$ cat config.mk
export PLATFORM = sky130hd
export DESIGN_NAME = drfba_ctrl
export DESIGN_NICKNAME = d
export VERILOG_FILES = /design/src/core/drfba_pkg.sv /design/src/core/drfba_sync.sv /design/src/core/drfba_ctrl.sv
export SDC_FILE = /design/constraint.sdc
export NUM_CORES = 1
export LEC_CHECK = 0
export BUFFER_PORTS_ARGS = -buffer_cell sky130_fd_sc_hd__buf_2
export CORE_MARGIN = 2
export CORE_UTILIZATION = 41
export CTS_BUF_LIST = sky130_fd_sc_hd__clkbuf_4 sky130_fd_sc_hd__clkbuf_8
export DETAILED_ROUTE_END_ITERATION = 10
export GPL_TIMING_DRIVEN = 0
export PLACE_DENSITY = 0.74
export SYNTH_ARGS = -nofsm -noshare
export SYNTH_HDL_FRONTEND = slang
export SYNTH_HIERARCHICAL = 1
export SYNTH_SLANG_ARGS = --single-unit
$ cat constraint.sdc
create_clock -name clk_sys -period 0.9 [get_ports clk_sys]
set_clock_uncertainty 0.15 [all_clocks]
set_input_delay 0.09 -clock clk_sys [delete_from_list [all_inputs] [get_ports clk_sys]]
set_output_delay 0.09 -clock clk_sys [all_outputs]
set_load 0.02 [all_outputs]
$ cat src/core/drfba_pkg.sv
package drfba_pkg;

   // Processor address field that selects the DRAM region.
   localparam int         REGION_HI_BIT  = 31;
   localparam int         REGION_LO_BIT  = 29;
   localparam logic [2:0] DRAM_REGION    = 3'h0;

   // Processor address bits routed to the two low DRAM address outputs.
   localparam int         ROW_HI_BIT     = 12;
   localparam int         ROW_LO_BIT     = 11;
   localparam int         COL_HI_BIT     = 3;
   localparam int         COL_LO_BIT     = 2;

   // Refresh divider.
   localparam int         DIV_WIDTH      = 5;
   localparam int         DIV_TOP_BIT    = DIV_WIDTH - 1;
   localparam int         DIV_RATIO      = 28;
   localparam logic [4:0] DIV_LAST       = 5'(DIV_RATIO - 1);
   localparam logic [4:0] DIV_RESET      = 5'h00;
   localparam logic [4:0] DIV_STEP       = 5'h01;

   // Nominal refresh period produced from the refresh clock.
   localparam int         REFRESH_PERIOD_US = 15;

   // Synchroniser depth for every pin that is not on clk_sys.
   localparam int         SYNC_STAGES    = 2;

   // Burst address codes driven in the three burst states.
   localparam logic [1:0] IDX_ONE        = 2'h1;
   localparam logic [1:0] IDX_TWO        = 2'h2;
   localparam logic [1:0] IDX_THREE      = 2'h3;
   localparam logic [1:0] LOW_ADDR_RESET = 2'h0;

   typedef enum logic [1:0]
   {
      passthrough_state,
      burst_one,
      burst_two,
      burst_three
   } drfba_burst_type;

endpackage

$ cat src/core/drfba_sync.sv
`timescale 1ns/10ps
module drfba_sync
#(
   parameter int WIDTH = 1
)
(
   // Clock and reset
   input  wire logic             clk_sys,
   input  wire logic             arst_n,
   // Asynchronous levels in, synchronised levels out
   input  wire logic [WIDTH-1:0] d,
   output logic      [WIDTH-1:0] q
);

   logic [WIDTH-1:0] stage_one;

   // The first stage is read only by the second, to contain metastability.
   always_ff @(posedge clk_sys or negedge arst_n)
   begin
      if (!arst_n)
      begin
         stage_one <= '0;
         q         <= '0;
      end
      else
      begin
         stage_one <= d;
         q         <= stage_one;
      end
   end

endmodule

$ cat src/core/drfba_ctrl.sv
`timescale 1ns/10ps
module drfba_ctrl
(
   // Clock and reset
   input  wire logic        clk_sys,
   input  wire logic        arst_n,

   // Refresh timing pins
   input  wire logic        refresh_clock,
   input  wire logic        ext_timer_in,
   input  wire logic        use_ext_timer,

   // Processor burst bus, sampled on clk_sys
   input  wire logic        address_strobe_n,
   input  wire logic        last_transfer_flag_n,
   input  wire logic [31:0] proc_addr,

   // Row strobe from the row strobe machine, active high
   input  wire logic        row_strobe,

   // Processor ready, active low
   output logic             dram_ready_out_n,

   // Cycle and refresh state
   output logic             processor_cycle_active,
   output logic             refresh_cycle_active,
   output logic             refresh_request,
   output logic             refresh_rearm_block,
   output logic             divider_top_bit,

   // DRAM address side
   output logic             row_col_select,
   output logic             low_addr_out_bit0,
   output logic             low_addr_out_bit1
);

   logic                          rst_n;
   logic [2:0]                    pin_sync;
   logic                          refresh_clock_s;
   logic                          ext_timer_s;
   logic                          use_ext_s;
   logic                          refresh_clock_prev;
   logic                          refresh_clock_rise;
   logic [4:0]                    divider;
   logic [4:0]                    next_divider;
   logic                          next_top_bit;
   logic                          dram_ready;
   logic                          next_dram_ready;
   logic                          address_strobe;
   logic                          last_transfer_flag;
   logic                          region_hit;
   logic                          next_cycle_active;
   logic                          next_refresh_active;
   logic                          next_request;
   logic                          next_rearm_block;
   drfba_pkg::drfba_burst_type    burst_state;
   drfba_pkg::drfba_burst_type    next_burst_state;
   logic [1:0]                    next_low_addr;
   logic                          ready_mid;
   logic                          ready_last;

   // Reset is asserted at once and released through two flip-flops.
   drfba_sync
   #(
      .WIDTH (1)
   )
   u_reset_sync
   (
      .clk_sys (clk_sys),
      .arst_n  (arst_n),
      .d       (1'b1),
      .q       (rst_n)
   );

   // The refresh clock and the external timer are not on clk_sys.
   drfba_sync
   #(
      .WIDTH (3)
   )
   u_pin_sync
   (
      .clk_sys (clk_sys),
      .arst_n  (rst_n),
      .d       ({use_ext_timer, ext_timer_in, refresh_clock}),
      .q       (pin_sync)
   );

   assign refresh_clock_s    = pin_sync[0];
   assign ext_timer_s = pin_sync[1];
   assign use_ext_s   = pin_sync[2];

   // The strobe and last transfer pins are active low; the logic below works on active-high copies.
   assign address_strobe     = !address_strobe_n;
   assign last_transfer_flag = !last_transfer_flag_n;
   assign region_hit         = proc_addr[drfba_pkg::REGION_HI_BIT:drfba_pkg::REGION_LO_BIT]
                               == drfba_pkg::DRAM_REGION;

   // Ready qualifiers shared by the cycle tracker and the burst machine.
   assign ready_mid  = dram_ready && !last_transfer_flag;
   assign ready_last = dram_ready && last_transfer_flag;

   // Rising edges of the synchronised refresh clock form the divider enable.
   always_ff @(posedge clk_sys or negedge rst_n)
   begin
      if (!rst_n)
      begin
         refresh_clock_prev <= 1'b0;
      end
      else
      begin
         refresh_clock_prev <= refresh_clock_s;
      end
   end

   assign refresh_clock_rise = refresh_clock_s && !refresh_clock_prev;

   // The divider counts 0 to 27, so its top bit is high for 12 of 28 counts.
   always_comb
   begin
      next_divider = divider;
      if (refresh_clock_rise)
      begin
         if (divider == drfba_pkg::DIV_LAST)
         begin
            next_divider = drfba_pkg::DIV_RESET;
         end
         else
         begin
            next_divider = divider + drfba_pkg::DIV_STEP;
         end
      end
   end

   always_ff @(posedge clk_sys or negedge rst_n)
   begin
      if (!rst_n)
      begin
         divider <= drfba_pkg::DIV_RESET;
      end
      else
      begin
         divider <= next_divider;
      end
   end

   // The external square wave is used only after it passed the synchroniser.
   always_comb
   begin
      if (use_ext_s)
      begin
         next_top_bit = ext_timer_s;
      end
      else
      begin
         next_top_bit = divider[drfba_pkg::DIV_TOP_BIT];
      end
   end

   always_ff @(posedge clk_sys or negedge rst_n)
   begin
      if (!rst_n)
      begin
         divider_top_bit <= 1'b0;
      end
      else
      begin
         divider_top_bit <= next_top_bit;
      end
   end

   // Column address select trails the row strobe by one clock both ways.
   always_ff @(posedge clk_sys or negedge rst_n)
   begin
      if (!rst_n)
      begin
         row_col_select <= 1'b0;
      end
      else
      begin
         row_col_select <= row_strobe;
      end
   end

   // Ready takes no byte lane term, so it fires even when no lane is enabled.
   always_comb
   begin
      next_dram_ready = dram_ready;
      if (!dram_ready)
      begin
         next_dram_ready = row_strobe && row_col_select && !refresh_cycle_active;
      end
      else if (!refresh_cycle_active)
      begin
         next_dram_ready = 1'b0;
      end
   end

   always_ff @(posedge clk_sys or negedge rst_n)
   begin
      if (!rst_n)
      begin
         dram_ready       <= 1'b0;
         dram_ready_out_n <= 1'b1;
      end
      else
      begin
         dram_ready       <= next_dram_ready;
         dram_ready_out_n <= !next_dram_ready;
      end
   end

   // The tracker stays low in the address state, so refresh may start there.
   always_comb
   begin
      next_cycle_active = processor_cycle_active;
      if (!processor_cycle_active)
      begin
         next_cycle_active = address_strobe && region_hit;
      end
      else if (ready_last)
      begin
         next_cycle_active = 1'b0;
      end
   end

   always_ff @(posedge clk_sys or negedge rst_n)
   begin
      if (!rst_n)
      begin
         processor_cycle_active <= 1'b0;
      end
      else
      begin
         processor_cycle_active <= next_cycle_active;
      end
   end

   // Select is still high in the last refresh clock while the strobe is low.
   always_comb
   begin
      next_refresh_active = refresh_cycle_active;
      if (!refresh_cycle_active)
      begin
         next_refresh_active = refresh_request && !processor_cycle_active;
      end
      else if (!row_strobe && row_col_select)
      begin
         next_refresh_active = 1'b0;
      end
   end

   always_ff @(posedge clk_sys or negedge rst_n)
   begin
      if (!rst_n)
      begin
         refresh_cycle_active <= 1'b0;
      end
      else
      begin
         refresh_cycle_active <= next_refresh_active;
      end
   end

   // Request and refresh_rearm_block together turn the top bit level into one request.
   always_comb
   begin
      next_request = refresh_request;
      if (!refresh_request)
      begin
         next_request = divider_top_bit && !refresh_rearm_block;
      end
      else if (refresh_cycle_active)
      begin
         next_request = 1'b0;
      end
   end

   always_comb
   begin
      next_rearm_block = refresh_rearm_block;
      if (!refresh_rearm_block)
      begin
         next_rearm_block = refresh_cycle_active;
      end
      else if (!divider_top_bit)
      begin
         next_rearm_block = 1'b0;
      end
   end

   always_ff @(posedge clk_sys or negedge rst_n)
   begin
      if (!rst_n)
      begin
         refresh_request     <= 1'b0;
         refresh_rearm_block <= 1'b0;
      end
      else
      begin
         refresh_request     <= next_request;
         refresh_rearm_block <= next_rearm_block;
      end
   end

   // Burst address sequencing follows the ready and last transfer pair.
   always_comb
   begin
      next_burst_state = burst_state;
      case (burst_state)
         drfba_pkg::passthrough_state:
         begin
            if (ready_mid && !proc_addr[drfba_pkg::COL_HI_BIT] && !proc_addr[drfba_pkg::COL_LO_BIT])
            begin
               next_burst_state = drfba_pkg::burst_one;
            end
            else if (ready_mid && proc_addr[drfba_pkg::COL_HI_BIT] && !proc_addr[drfba_pkg::COL_LO_BIT])
            begin
               next_burst_state = drfba_pkg::burst_three;
            end
            else
            begin
               next_burst_state = drfba_pkg::passthrough_state;
            end
         end
         drfba_pkg::burst_one:
         begin
            if (ready_mid)
            begin
               next_burst_state = drfba_pkg::burst_two;
            end
            else if (ready_last)
            begin
               next_burst_state = drfba_pkg::passthrough_state;
            end
         end
         drfba_pkg::burst_two:
         begin
            if (ready_mid)
            begin
               next_burst_state = drfba_pkg::burst_three;
            end
            else if (ready_last)
            begin
               next_burst_state = drfba_pkg::passthrough_state;
            end
         end
         drfba_pkg::burst_three:
         begin
            if (ready_last)
            begin
               next_burst_state = drfba_pkg::passthrough_state;
            end
         end
         default:
         begin
            next_burst_state = drfba_pkg::passthrough_state;
         end
      endcase
   end

   always_ff @(posedge clk_sys or negedge rst_n)
   begin
      if (!rst_n)
      begin
         burst_state <= drfba_pkg::passthrough_state;
      end
      else
      begin
         burst_state <= next_burst_state;
      end
   end

   // The outputs are registered from next state and next select, so they
   // line up with the state; address bits are those seen one clock earlier.
   always_comb
   begin
      case (next_burst_state)
         drfba_pkg::passthrough_state:
         begin
            if (row_strobe)
            begin
               next_low_addr = {proc_addr[drfba_pkg::COL_HI_BIT], proc_addr[drfba_pkg::COL_LO_BIT]};
            end
            else
            begin
               next_low_addr = {proc_addr[drfba_pkg::ROW_HI_BIT], proc_addr[drfba_pkg::ROW_LO_BIT]};
            end
         end
         drfba_pkg::burst_one:
         begin
            next_low_addr = drfba_pkg::IDX_ONE;
         end
         drfba_pkg::burst_two:
         begin
            next_low_addr = drfba_pkg::IDX_TWO;
         end
         drfba_pkg::burst_three:
         begin
            next_low_addr = drfba_pkg::IDX_THREE;
         end
         default:
         begin
            next_low_addr = drfba_pkg::LOW_ADDR_RESET;
         end
      endcase
   end

   always_ff @(posedge clk_sys or negedge rst_n)
   begin
      if (!rst_n)
      begin
         low_addr_out_bit1 <= drfba_pkg::LOW_ADDR_RESET[1];
         low_addr_out_bit0 <= drfba_pkg::LOW_ADDR_RESET[0];
      end
      else
      begin
         low_addr_out_bit1 <= next_low_addr[1];
         low_addr_out_bit0 <= next_low_addr[0];
      end
   end

endmodule

### Yosys cells after proc, flatten, opt, wreduce, memory -nomap -nowiden

Index checks and enable logic that the tools add are counted.

| storage, ports and cells | value |
|---|---|
| input port bits | 40 |
| bits in latches | 0 |
| memories kept | 0 |
| output and inout port bits | 9 |
| memory bits (read-only) | 0 |
| memory bits (writable) | 0 |
| register bits after elaboration | 26 |

| cells by class | value |
|---|---|
| bitwise logic cells | 0 |
| reduce and logical (&&, ||, !) cells | 26 |
| multiply operators | 0 |
| eq/ne operators | 7 |
| order comparisons | 0 |
| shift operators | 0 |
| multiplexer cells | 20 |
| add/subtract/negate cells | 1 |
| div/mod/pow operators | 0 |

Operators by type and width:

| kind | number |
|---|---|
| 2-bit one-hot mux with 4 select lines | 2 |
| 1-bit logical AND | 13 |
| 2-bit two-way mux | 6 |
| 1-bit two-way mux | 11 |
| 1-bit zero test | 10 |
| 2-bit == test (second input constant) | 4 |
| 5-bit by 1-bit adder with 5-bit output (second input constant) | 1 |
| 5-bit == test (second input constant) | 1 |
| 5-bit two-way mux | 1 |
| 2-bit by 1-bit == test with 1-bit output (second input constant) | 2 |
| 2-bit zero test | 2 |
| 3-bit zero test | 1 |

### Longest topological paths before layout

Gate-level depths: netlist (run 1).

| logic depth | value |
|---|---|
| depth in word-level cells | 8 |
| mapped depth | 4 |

### By module

The synthesis (run 1) kept the hierarchy.

By module, submodules not included:

| module | cells an instance | seq. area each (um^2) | times used | area each (um^2) |
|---|---|---|---|---|
| drfba_ctrl | 66 | 451.7 | 1 | 772.0 |
| drfba_sync at u_pin_sync | 6 | 150.1 | 1 | 150.1 |
| drfba_sync at u_reset_sync | 2 | 50.0 | 1 | 50.0 |

### Worst setup path before layout (run 1)

Ideal clock, no wire load.

| path | value |
|---|---|
| kind | register to register |
| start | register divider[0] |
| end | register divider[4] |
| setup time | 125 ps |
| path buffers | 0 |
| data arrival time | 1,017 ps |
| clock period less this slack | 1,291 ps |
| setup slack | -391 ps |
| stages on the path, launching flop included | 4 |
| data required time | 625 ps |
| cells stage by stage | dfrtp_1 -> ha_1 -> nand3_1 -> mux2_2 |

| on the way | value |
|---|---|
| longest elaborated chain between the ends | 2 |

RTL lines:

| element | RTL line | text |
|---|---|---|
| start: declaration | drfba_ctrl.sv:44 | `logic [4:0] divider;` |
| start signal: assignment | drfba_ctrl.sv:138 | `divider <= drfba_pkg::DIV_RESET;` |
| start signal: assignment | drfba_ctrl.sv:142 | `divider <= next_divider;` |
| 5-bit by 1-bit adder with 5-bit output / 5-bit == test (equally long branches) | drfba_ctrl.sv:129, drfba_ctrl.sv:123 |  |
| 5-bit two-way mux (*) | drfba_ctrl.sv:123 | `if (divider == drfba_pkg::DIV_LAST)` |

Mark *: on every way between the ends. The rest lies on a longest branch, timed or not.
A chain may end at the register's enable or synchronous reset.

### Final worst setup path (run 1)

Same ends and word-level chain as after synthesis.

==> flow_summary.yaml, run 1 <==
run_status:
  outcome: "finished, violations left"
  violations: "negative hold slack, negative setup slack"
synth:
  avgSynthCellArea_um2: 13.14
  synth-seq-area-share_pct: 67.05
  ys_types: 26
  synth.cell_area_um2: 972.2
  yosysWarnings: 6
  syn-num-nets: 115
  synth_seq_cells: 26
  synth_cells: 74
sta:
  slew_viol_final: 0
  fin_ws_ns: -0.3479
  finalCritPeriodShare_pct: 138.7
  holdWs_ns: -0.1631
  finalSetupViolations: 25
  hold_violations: 2
  min_period_ns: 1.248
  rsz0062_at_grt: "yes"
  fmax_mhz: 801.4
route:
  antenna_left: 0
  first_pass_iters: 3
  drc: 0
  num_vias: 729
  vias_per_cell: 4.893
  finalWirelength_mm: 2.021
  drt_iter0_markers: 4
  wl_per_cell_um: 13.56
critical_path:
  end_kind: "register"
  slowest_stage: "dfrtp_1"
  crit_family: "flip-flops"
  worstSetupStartpointType: "register"
  path_max_fanout: 4
  max_stage_delay_ns: 0.44
  required_ns: 0.97
  critical_path_class: "register to register"
  worst-path-buf-inv: 0
  path_cells: "ha_4, nand3_2, mux2_4"
  arrival_ns: 1.32
place:
  dpl.hpwl_mm: 1.137
  place.gp.congestion: 0.7388
  place_area_um2: 1172
  placed_cells: 125
  port_buffers: 23
  pre_cts_ws_ns: -0.3528
grt:
  grt_max_degree: 25
  track_usage_pct: 17.98
  grt_pass1_vias: 754
  grt_pass1_wl_mm: 3.367
  antenna_found_initial: 0
  grt_overflow: 0
layout:
  num_antenna_cells: 0
  layout-drive-gt1-share_pct: 50.41
  stdcell_area_um2: 1518
  final_cell_mix: "dfrtp_1 (17), buf_2 (14), buf_6 (13)"
  syn_to_final_growth_pct: 56.11
  layout_commonest_cell: "dfrtp_1"
  layout.nets: 163
  final_core_util_pct: 67.96
  layoutNonFillerInstCount: 149
pwr:
  clockPowerShare_pct: 17.5
  leakage_nw: 0.7162
  peakVddDrop_mv: 1.889
  switchingPower_w: 0.001425
  pwr-share-seq_pct: 41.3
  finalPower_w: 0.004530
  power.internal_w: 0.003105
  power_density_nw_per_um2: 2985
  comb_power_share_pct: 41.2
  sw_frac_of_total_pct: 31.46
clock_tree:
  clock_sinks: 26
  cts_max_level: 1
  clkLatencyLatePin_ns: 0.32
  cts_buffers: 3
  cts_tree: "built"
  cts.clk_slew.worst_paths_ns: 0.13
  clockBufferDepth: 2
  cts_root_buf: "clkbuf_4"
die:
  fp-row-count: 17
  start_util_pct: 43.53
  die_w_um: 52.70
  dieArea_um2: 2777
  ios: 49
  chipHeight_um: 52.70
  core_area_um2: 2233
flow_run:
  cap_violations: 0
hold_path:
  hp-class: "input port to register"
-- path summary, 6_finish.rpt --
check | endpoint | slack, ns | cells past startpoint | from
setup / recovery | divider[4] | -0.35 | 3 | divider[0]
hold / removal | processor_cycle_active | -0.16 | 3 | address_strobe_n
setup reg to reg | divider[4] | -0.35 | 3 | divider[0]
hold reg to reg | u_pin_sync/q[1] | 0.08 | 0 | u_reset_sync/q
max in group asynchronous | u_reset_sync/q | 0.03 | 3 | arst_n
min in group asynchronous | u_pin_sync/q[1] | 0.08 | 0 | u_reset_sync/q
-- cell usage after synthesis --
cell type / n / area, um^2
dfrtp_1: 25 / 625.6
nand2_1: 7 / 26.28
a21oi_1: 4 / 20.02
mux2_2: 4 / 45.04
nand2b_1: 4 / 25.02
mux2i_1: 3 / 30.03
nor2b_1: 3 / 18.77
a21o_1: 2 / 15.01
inv_1: 2 / 7.510
nand3_1: 2 / 10.01
nor3_1: 2 / 10.01
o21bai_1: 2 / 15.01
a31oi_1: 1 / 6.260
and4b_1: 1 / 10.01
conb_1: 1 / 3.750
dfstp_2: 1 / 26.28
ha_1: 1 / 12.51
nor2_1: 1 / 3.750
o21ai_0: 1 / 5.000
o21ai_1: 1 / 5.000
o221a_2: 1 / 11.26
o311a_1: 1 / 10.01
o311ai_1: 1 / 8.760
or2_1: 1 / 6.260
or2b_1: 1 / 7.510
or4_1: 1 / 7.510
-- repair_timing --
item,CTS,global route
cloned,0,0
pin swaps,2,1
setup buffers,9,1
resized for setup,27,5
hold buffers,10,1
hold endpoints to repair,10,4
setup endpoints to repair,25,31
-- tightest hold or removal path, stage by stage --
cell and delay [ns]:
buf_2 0.07, or4_1 0.09, o21ai_1 0.05
-- state kept, by name, indices dropped and copies added (netlist names) --
name and count:
burst_state 2, divider 5, divider_top_bit 1, dram_ready 1
dram_ready_out_n 1, low_addr_out_bit0 1, low_addr_out_bit1 1, processor_cycle_active 1
refresh_clock_prev 1, refresh_cycle_active 1, refresh_rearm_block 1, refresh_request 1
row_col_select 1, u_pin_sync/q 3, u_pin_sync/stage_one 3, u_reset_sync/q 1
u_reset_sync/stage_one 1
-- cells by family after synthesis --
| family | synth area share, % |
|---|---|
| buf+inv | 0.7725 |
| mux | 7.722 |
| simple gates | 12.87 |
| flops | 67.05 |
| compound gates | 9.909 |
| other cells | 0.3857 |
| fa+ha+maj | 1.287 |
-- metrics by stage --
step | TNS (ns) | hold WS (ns)
2_1_floorplan | -2.234 | -0.3556
3_3_place_gp | -2.650 | -0.2758
3_5_place_dp | -2.894 | -0.2725
4_1_cts | -5.549 | -0.1692
5_1_grt | -6.734 | -0.1659
6_report | -5.642 | -0.1631
-- power groups by stage --
stage,combinational (W),sequential [W],clock (W)
2_1_floorplan,0.000614,0.00206,0
3_3_place_gp,0.00108,0.00189,0
3_5_place_dp,0.00111,0.00191,0
4_1_cts,0.00180,0.00185,0.000817
5_1_grt,0.00203,0.00193,0.000849
6_report,0.00187,0.00187,0.000794
-- cell type report --
cell class,instances,area [um^2]
clock buffer,3,22.52
clock inverter,1,30.03
fill,163,715.7
inverter,2,7.507
multi-input combinational,46,396.6
sequential,26,664.4
tap,28,35.03
timing repair buffer,43,361.6
-- routing by layer --
layer	GRT usage, %	wire length, um
met4	8.974	42
met1	18.88	789
met2	31.46	1108
met5	0	0
met3	6.286	80
Note: power is estimated with default switching activity, not from simulation.
==> run 2, diff against run 1 <==
--- a/config.mk
+++ b/config.mk
@@ -9,9 +9,11 @@
 export CORE_MARGIN = 2
 export CORE_UTILIZATION = 41
 export CTS_BUF_LIST = sky130_fd_sc_hd__clkbuf_4 sky130_fd_sc_hd__clkbuf_8
+export CTS_CLUSTER_SIZE = 16
 export DETAILED_ROUTE_END_ITERATION = 10
 export GPL_TIMING_DRIVEN = 0
-export PLACE_DENSITY = 0.74
+export PLACE_DENSITY = 0.87
+export RECOVER_POWER = 50
 export SYNTH_ARGS = -nofsm -noshare
 export SYNTH_HDL_FRONTEND = slang
 export SYNTH_HIERARCHICAL = 1
==> run 2 against run 1 <==
Against the previous run:
- the run still ends with negative hold slack, negative setup slack left
- wire length is 12% higher
- first-iteration DRC count is 75% higher
- largest power group is now combinational logic
- clock power is 0.5% lower
- cell count is 1.3% higher
==> flow_summary.yaml, run 2 (synthesis results as in run 1) <==
run_status:
  outcome: "finished, violations left"
  violations: "negative hold slack, negative setup slack"
place:
  place.gp.congestion: 0.6816
  place_area_um2: 1172
  port_buffers: 23
  dpl.hpwl_mm: 1.244
  placed_cells: 125
sta:
  finalCritPeriodShare_pct: 142.3
  hold_violations: 1
  min_period_ns: 1.281
  fin_ws_ns: -0.3810
  holdWs_ns: -0.1381
  fmax_mhz: 780.6
  slew_viol_final: 0
  rsz0062_at_grt: "yes"
  finalSetupViolations: 25
clock_tree:
  clockBufferDepth: 2
  cts_root_buf: "clkbuf_4"
  cts_max_level: 1
  clkLatencyLatePin_ns: 0.32
  cts_tree: "built"
  cts.clk_slew.worst_paths_ns: 0.14
  cts_buffers: 3
  clock_sinks: 26
route:
  drt_iter0_markers: 7
  num_vias: 770
  finalWirelength_mm: 2.266
  first_pass_iters: 5
  drc: 0
  wl_per_cell_um: 15.01
  antenna_left: 0
  vias_per_cell: 5.099
layout:
  fill_cells: 152
  multi_input_area_um2: 405.4
  largestRegisters: "divider (5), u_pin_sync/q (3), u_pin_sync/stage_one (3)"
  register_area_um2: 663.1
  stdcell_area_um2: 1540
  num_antenna_cells: 0
  syn_to_final_growth_pct: 58.43
  regMostFlops: "divider"
  layoutNonFillerInstCount: 151
  layout-drive-gt1-share_pct: 52.85
  layout_commonest_cell: "dfrtp_1"
  largest_reg_flops: 5
  layout.nets: 165
  final_cell_mix: "dfrtp_1 (18), buf_2 (14), buf_6 (13)"
grt:
  grt_pass1_vias: 760
  track_usage_pct: 16.96
  grt_pass1_wl_mm: 3.298
  antenna_found_initial: 0
  grt_max_degree: 25
  grt_overflow: 0
pwr:
  peakVddDrop_mv: 2.437
  power_density_nw_per_um2: 3028
  leakage_nw: 0.7305
die:
  core_area_um2: 2233
  ios: 49
  die_w_um: 52.70
  chipHeight_um: 52.70
  start_util_pct: 43.53
  fp-row-count: 17
  dieArea_um2: 2777
critical_path:
  path_max_fanout: 5
  worstSetupStartpointType: "register"
  arrival_ns: 1.35
  critical_path_class: "register to register"
  end_kind: "register"
  required_ns: 0.97
flow_run:
  cap_violations: 0
hold_path:
  hp-class: "input port to register"
[run 2: changes by cell type in the layout (fill, tap and decap cells not counted)]
cell / delta
mux2_4: -1
a21oi_1: -1
nor3_1: -1
o21ai_2: +1
nor3_2: +1
a21oi_2: +1
mux2_2: +1
dfrtp_2: -1
dfrtp_1: +1
buf_4: +2
o21ai_1: -1
[run 2: timing repair]
action,4_1_cts,5_1_grt
setup buffers,8,4
resized for setup,25,8
hold buffers,9,1
setup endpoints to repair,25,31
endpoints found under the hold margin,10,2
pin swaps,0,3
[run 2: power by group]
part	switching [W]	leakage, nW	total [W]	internal [W]
clock network	0.000339	0.0279	0.000790	0.000450
logic	0.000802	0.401	0.00197	0.00116
registers	0.000376	0.301	0.00191	0.00153
total	0.00152	0.731	0.00466	0.00315
[run 2: final timing paths]
path                            cells after the start                endpoint  slack, ns             start
min in group asynchronous                           0              divider[0]       0.08    u_reset_sync/q
worst min register to register                      0              divider[0]       0.08    u_reset_sync/q
max in group asynchronous                           3          u_reset_sync/q       0.02            arst_n
worst min-delay path                                3  processor_cycle_active      -0.14  address_strobe_n
worst max-delay path                                3       low_addr_out_bit1      -0.38        dram_ready
worst max register to register                      3       low_addr_out_bit1      -0.38        dram_ready
[run 2: per-layer routing]
layer  vias up  GRT usage, %  part of all wire (%)
met4         0         3.846                   1.4
li1        359             -                     -
met5         -             0                     0
met2        17         31.46                    58
met3         4         5.143                   3.3
met1       390         18.76                    37
[run 2: final cells by class]
class                   count  area share (%)
clock inverters             1           1.950
well taps                  28           2.275
clock buffers               3           1.462
multi-input cells          46           26.32
flip-flops and latches     26           43.05
inverters                   2          0.4874
repair buffers             45           24.45
[run 2: stage by stage]
step / setup TNS (ns) / setup WS [ns] / utilization, % / power, W / hold WS [ns]
6_report: -6.049 / -0.3810 / 68.96 / 0.004663 / -0.1381
5_1_grt: -6.782 / -0.4032 / 68.96 / 0.004901 / -0.1289
4_1_cts: -5.522 / -0.3398 / 65.38 / 0.004367 / -0.1443
3_5_place_dp: -3.043 / -0.3520 / 52.49 / 0.003044 / -0.2729
3_3_place_gp: -2.610 / -0.3243 / 52.49 / 0.002953 / -0.2740
2_1_floorplan: -2.234 / -0.3101 / - / 0.002671 / -0.3556
[run 2: critical path: stages (launching register included)]
cell and delay, ns:
dfrtp_2 0.50, or2_1 0.23, o311a_1 0.14, o21bai_1 0.16
==> run 3, diff against run 2 <==
--- a/config.mk
+++ b/config.mk
@@ -5,9 +5,10 @@
 export SDC_FILE = /design/constraint.sdc
 export NUM_CORES = 1
 export LEC_CHECK = 0
+export ABC_AREA = 1
 export BUFFER_PORTS_ARGS = -buffer_cell sky130_fd_sc_hd__buf_2
 export CORE_MARGIN = 2
-export CORE_UTILIZATION = 41
+export CORE_UTILIZATION = 42
 export CTS_BUF_LIST = sky130_fd_sc_hd__clkbuf_4 sky130_fd_sc_hd__clkbuf_8
 export CTS_CLUSTER_SIZE = 16
 export DETAILED_ROUTE_END_ITERATION = 10
==> run 3 against run 2 <==
Against the previous run:
- wire length increased by 23%
- critical endpoint is now divider[4]
- highest routed layer unchanged
- cell area is 8.2% higher
- the run still ends with negative hold slack, negative setup slack left
- utilization increased by 0.20 points
- combinational power is 3% lower
- critical path depth increased by 1
- sequential share of layout area is 3.2 points lower
- count of clock-buffer cells in the layout stayed put
==> flow_summary.yaml, run 3 <==
synth:
  netlist.area_leader.share_pct: 60.31
  synth-xor-area-share_pct: 0.8444
  synthFlopType: "dfrtp_1"
  synth_simple_gate_area_share_pct: 22.68
  synthMuxAreaShare_pct: 0
  synth-edff-count: 0
  synthTopCellsByCount: "dfrtp_1 (25), nand2_1 (24), inv_1 (17)"
  synth-adder-area-share_pct: 1.206
  ys_types: 18
  synth_top_family_by_area: "simple AND/OR/NAND/NOR gates"
  syn-num-nets: 148
  synth_seq_cells: 26
  synth-seq-area-share_pct: 62.85
  synth_cells: 107
  synth.most_common_cell: "dfrtp_1"
  ys_top_cells_by_area: "dfrtp_1 (60%), nand2_1 (8.7%), inv_1 (6.2%)"
  synth_compound_area_share_pct: 5.549
  synth_largest_area_cell: "dfrtp_1"
  synth.cell_area_um2: 1037
  yosysWarnings: 6
  avgSynthCellArea_um2: 9.694
  synthArstFlopShare_pct: 100.0
die:
  die_w_um: 53.70
  dieArea_um2: 2883
  ios: 49
  chipHeight_um: 53.70
  core_area_um2: 2410
  fp-row-count: 18
  start_util_pct: 43.04
grt:
  track_usage_pct: 20.17
  grt_max_degree: 25
  grt_pass1_vias: 952
  antenna_found_initial: 0
  grt_overflow: 0
  grt_pass1_wl_mm: 4.098
layout:
  stdcell_area_um2: 1667
  final_core_util_pct: 69.16
  regMostFlops: "divider"
  register_area_um2: 664.4
  final_cell_mix: "nand2_1 (18), dfrtp_1 (17), buf_6 (16)"
  fill_cells: 167
  largest_reg_flops: 5
  layout_commonest_cell: "nand2_1"
  multi_input_area_um2: 409.1
  largestRegisters: "divider (5), u_pin_sync/q (3), u_pin_sync/stage_one (3)"
  num_antenna_cells: 0
  syn_to_final_growth_pct: 60.68
  layout.nets: 203
  layout-drive-gt1-share_pct: 52.17
hold_path:
  hp-class: "input port to register"
pwr:
  switchingPower_w: 0.001645
  power.internal_w: 0.002901
  comb_power_share_pct: 42.1
  peakVddDrop_mv: 1.778
  clockPowerShare_pct: 18.0
  pwr-share-seq_pct: 39.9
  power_density_nw_per_um2: 2728
  sw_frac_of_total_pct: 36.18
  leakage_nw: 0.8277
critical_path:
  worstSetupStartpointType: "register"
  end_kind: "register"
  required_ns: 0.99
  worst-path-buf-inv: 1
  path_cells: "inv_1, nand4_1, nand3_1, nand2_1"
  path_max_fanout: 6
  arrival_ns: 1.34
  max_stage_delay_ns: 0.48
  crit_family: "flip-flops"
  critical_path_class: "register to register"
  slowest_stage: "dfrtp_2"
clock_tree:
  clock_sinks: 26
  clockBufferDepth: 2
  clkLatencyLatePin_ns: 0.33
  cts_buffers: 3
  cts_tree: "built"
  cts.clk_slew.worst_paths_ns: 0.14
  cts_root_buf: "clkbuf_4"
  cts_hold_buf: 11
  cts_max_level: 1
route:
  drt_iter0_markers: 13
  drc: 0
  first_pass_iters: 4
  wl_per_cell_um: 14.61
  antenna_left: 0
  num_vias: 964
  vias_per_cell: 5.047
  finalWirelength_mm: 2.791
flow_run:
  cap_violations: 0
sta:
  finalSetupViolations: 24
  fmax_mhz: 797.8
  fin_ws_ns: -0.3534
  hold_violations: 4
  slew_viol_final: 0
  min_period_ns: 1.253
  holdWs_ns: -0.09495
  setup_tns_ns: -5.608
  rsz0062_at_grt: "yes"
  finalCritPeriodShare_pct: 139.3
place:
  pre_cts_ws_ns: -0.3137
  dpl.hpwl_mm: 1.420
  place.gp.congestion: 0.8404
  port_buffers: 23
  place_area_um2: 1221
run_status:
  violations: "negative hold slack, negative setup slack"
  outcome: "finished, violations left"
[run 3: path summary, 6_finish.rpt]
check | cells past startpoint | from | slack, ns | endpoint
min in group asynchronous | 0 | u_reset_sync/q | 0.08 | u_pin_sync/q[0]
max | 4 | divider[2] | -0.35 | divider[4]
max in group asynchronous | 3 | arst_n | 0.04 | u_reset_sync/q
min reg2reg | 0 | u_reset_sync/q | 0.08 | u_pin_sync/q[0]
min | 3 | proc_addr[3] | -0.09 | burst_state[1]
max reg2reg | 4 | divider[2] | -0.35 | divider[4]
[run 3: kinds of logic (layout without fill, tap and decap cells)]
group | after synthesis | in the layout
adder cells (fa/ha/maj) | 1 | 1
other | 1 | 1
XOR/XNOR | 1 | 1
flip-flops | 26 | 26
buffers and inverters | 18 | 72
AND/OR/NAND/NOR | 49 | 49
AO/OA/AOI/OAI | 11 | 11
[run 3: through the flow]
step                std cells  hold WS (ns)  power [W]
floorplan                 107       -0.3556   0.002427
global placement          160       -0.2755   0.002690
detailed placement        160       -0.2715   0.002760
CTS                       187       -0.1057   0.004174
global route              191      -0.09052   0.004778
finish                    191      -0.09495   0.004546
[run 3: final cells by class]
cell class                      instances  area share, %
Tap cell                               30          2.252
Clock inverter                          1          1.802
Inverter                               18          4.505
Multi-Input combinational cell         63          24.55
Timing Repair Buffer                   50          25.68
Clock buffer                            3          1.351
Sequential cell                        26          39.86
[run 3: power by group through the flow]
| stage | Combinational [W] | Sequential [W] | Clock [W] |
|---|---|---|---|
| final | 0.00191 | 0.00181 | 0.000819 |
| after global routing | 0.00205 | 0.00185 | 0.000883 |
| after CTS | 0.00159 | 0.00177 | 0.000815 |
| after detailed placement | 0.000964 | 0.00180 | 0 |
| after global placement | 0.000924 | 0.00177 | 0 |
| after floorplan | 0.000498 | 0.00193 | 0 |
[run 3: layer usage]
layer  global-route usage, %  up-vias  wire, um
met5                       0        -         0
met4                   8.547        0        53
met3                   2.778        5        74
met2                   36.79       22      1628
met1                   23.37      491      1034
li1                        -      446         -
[run 3: worst register-to-register path, cell delays in order (launching register included)]
cell,delay (ns)
dfrtp_2,0.48
inv_1,0.10
nand4_1,0.21
nand3_1,0.16
nand2_1,0.07
[run 3: what timing repair did]
item	in CTS	in global routing
endpoints found under the setup margin	23	28
gates resized for setup	31	25
hold endpoints to repair	14	4
pin swaps	7	13
setup buffers	12	5
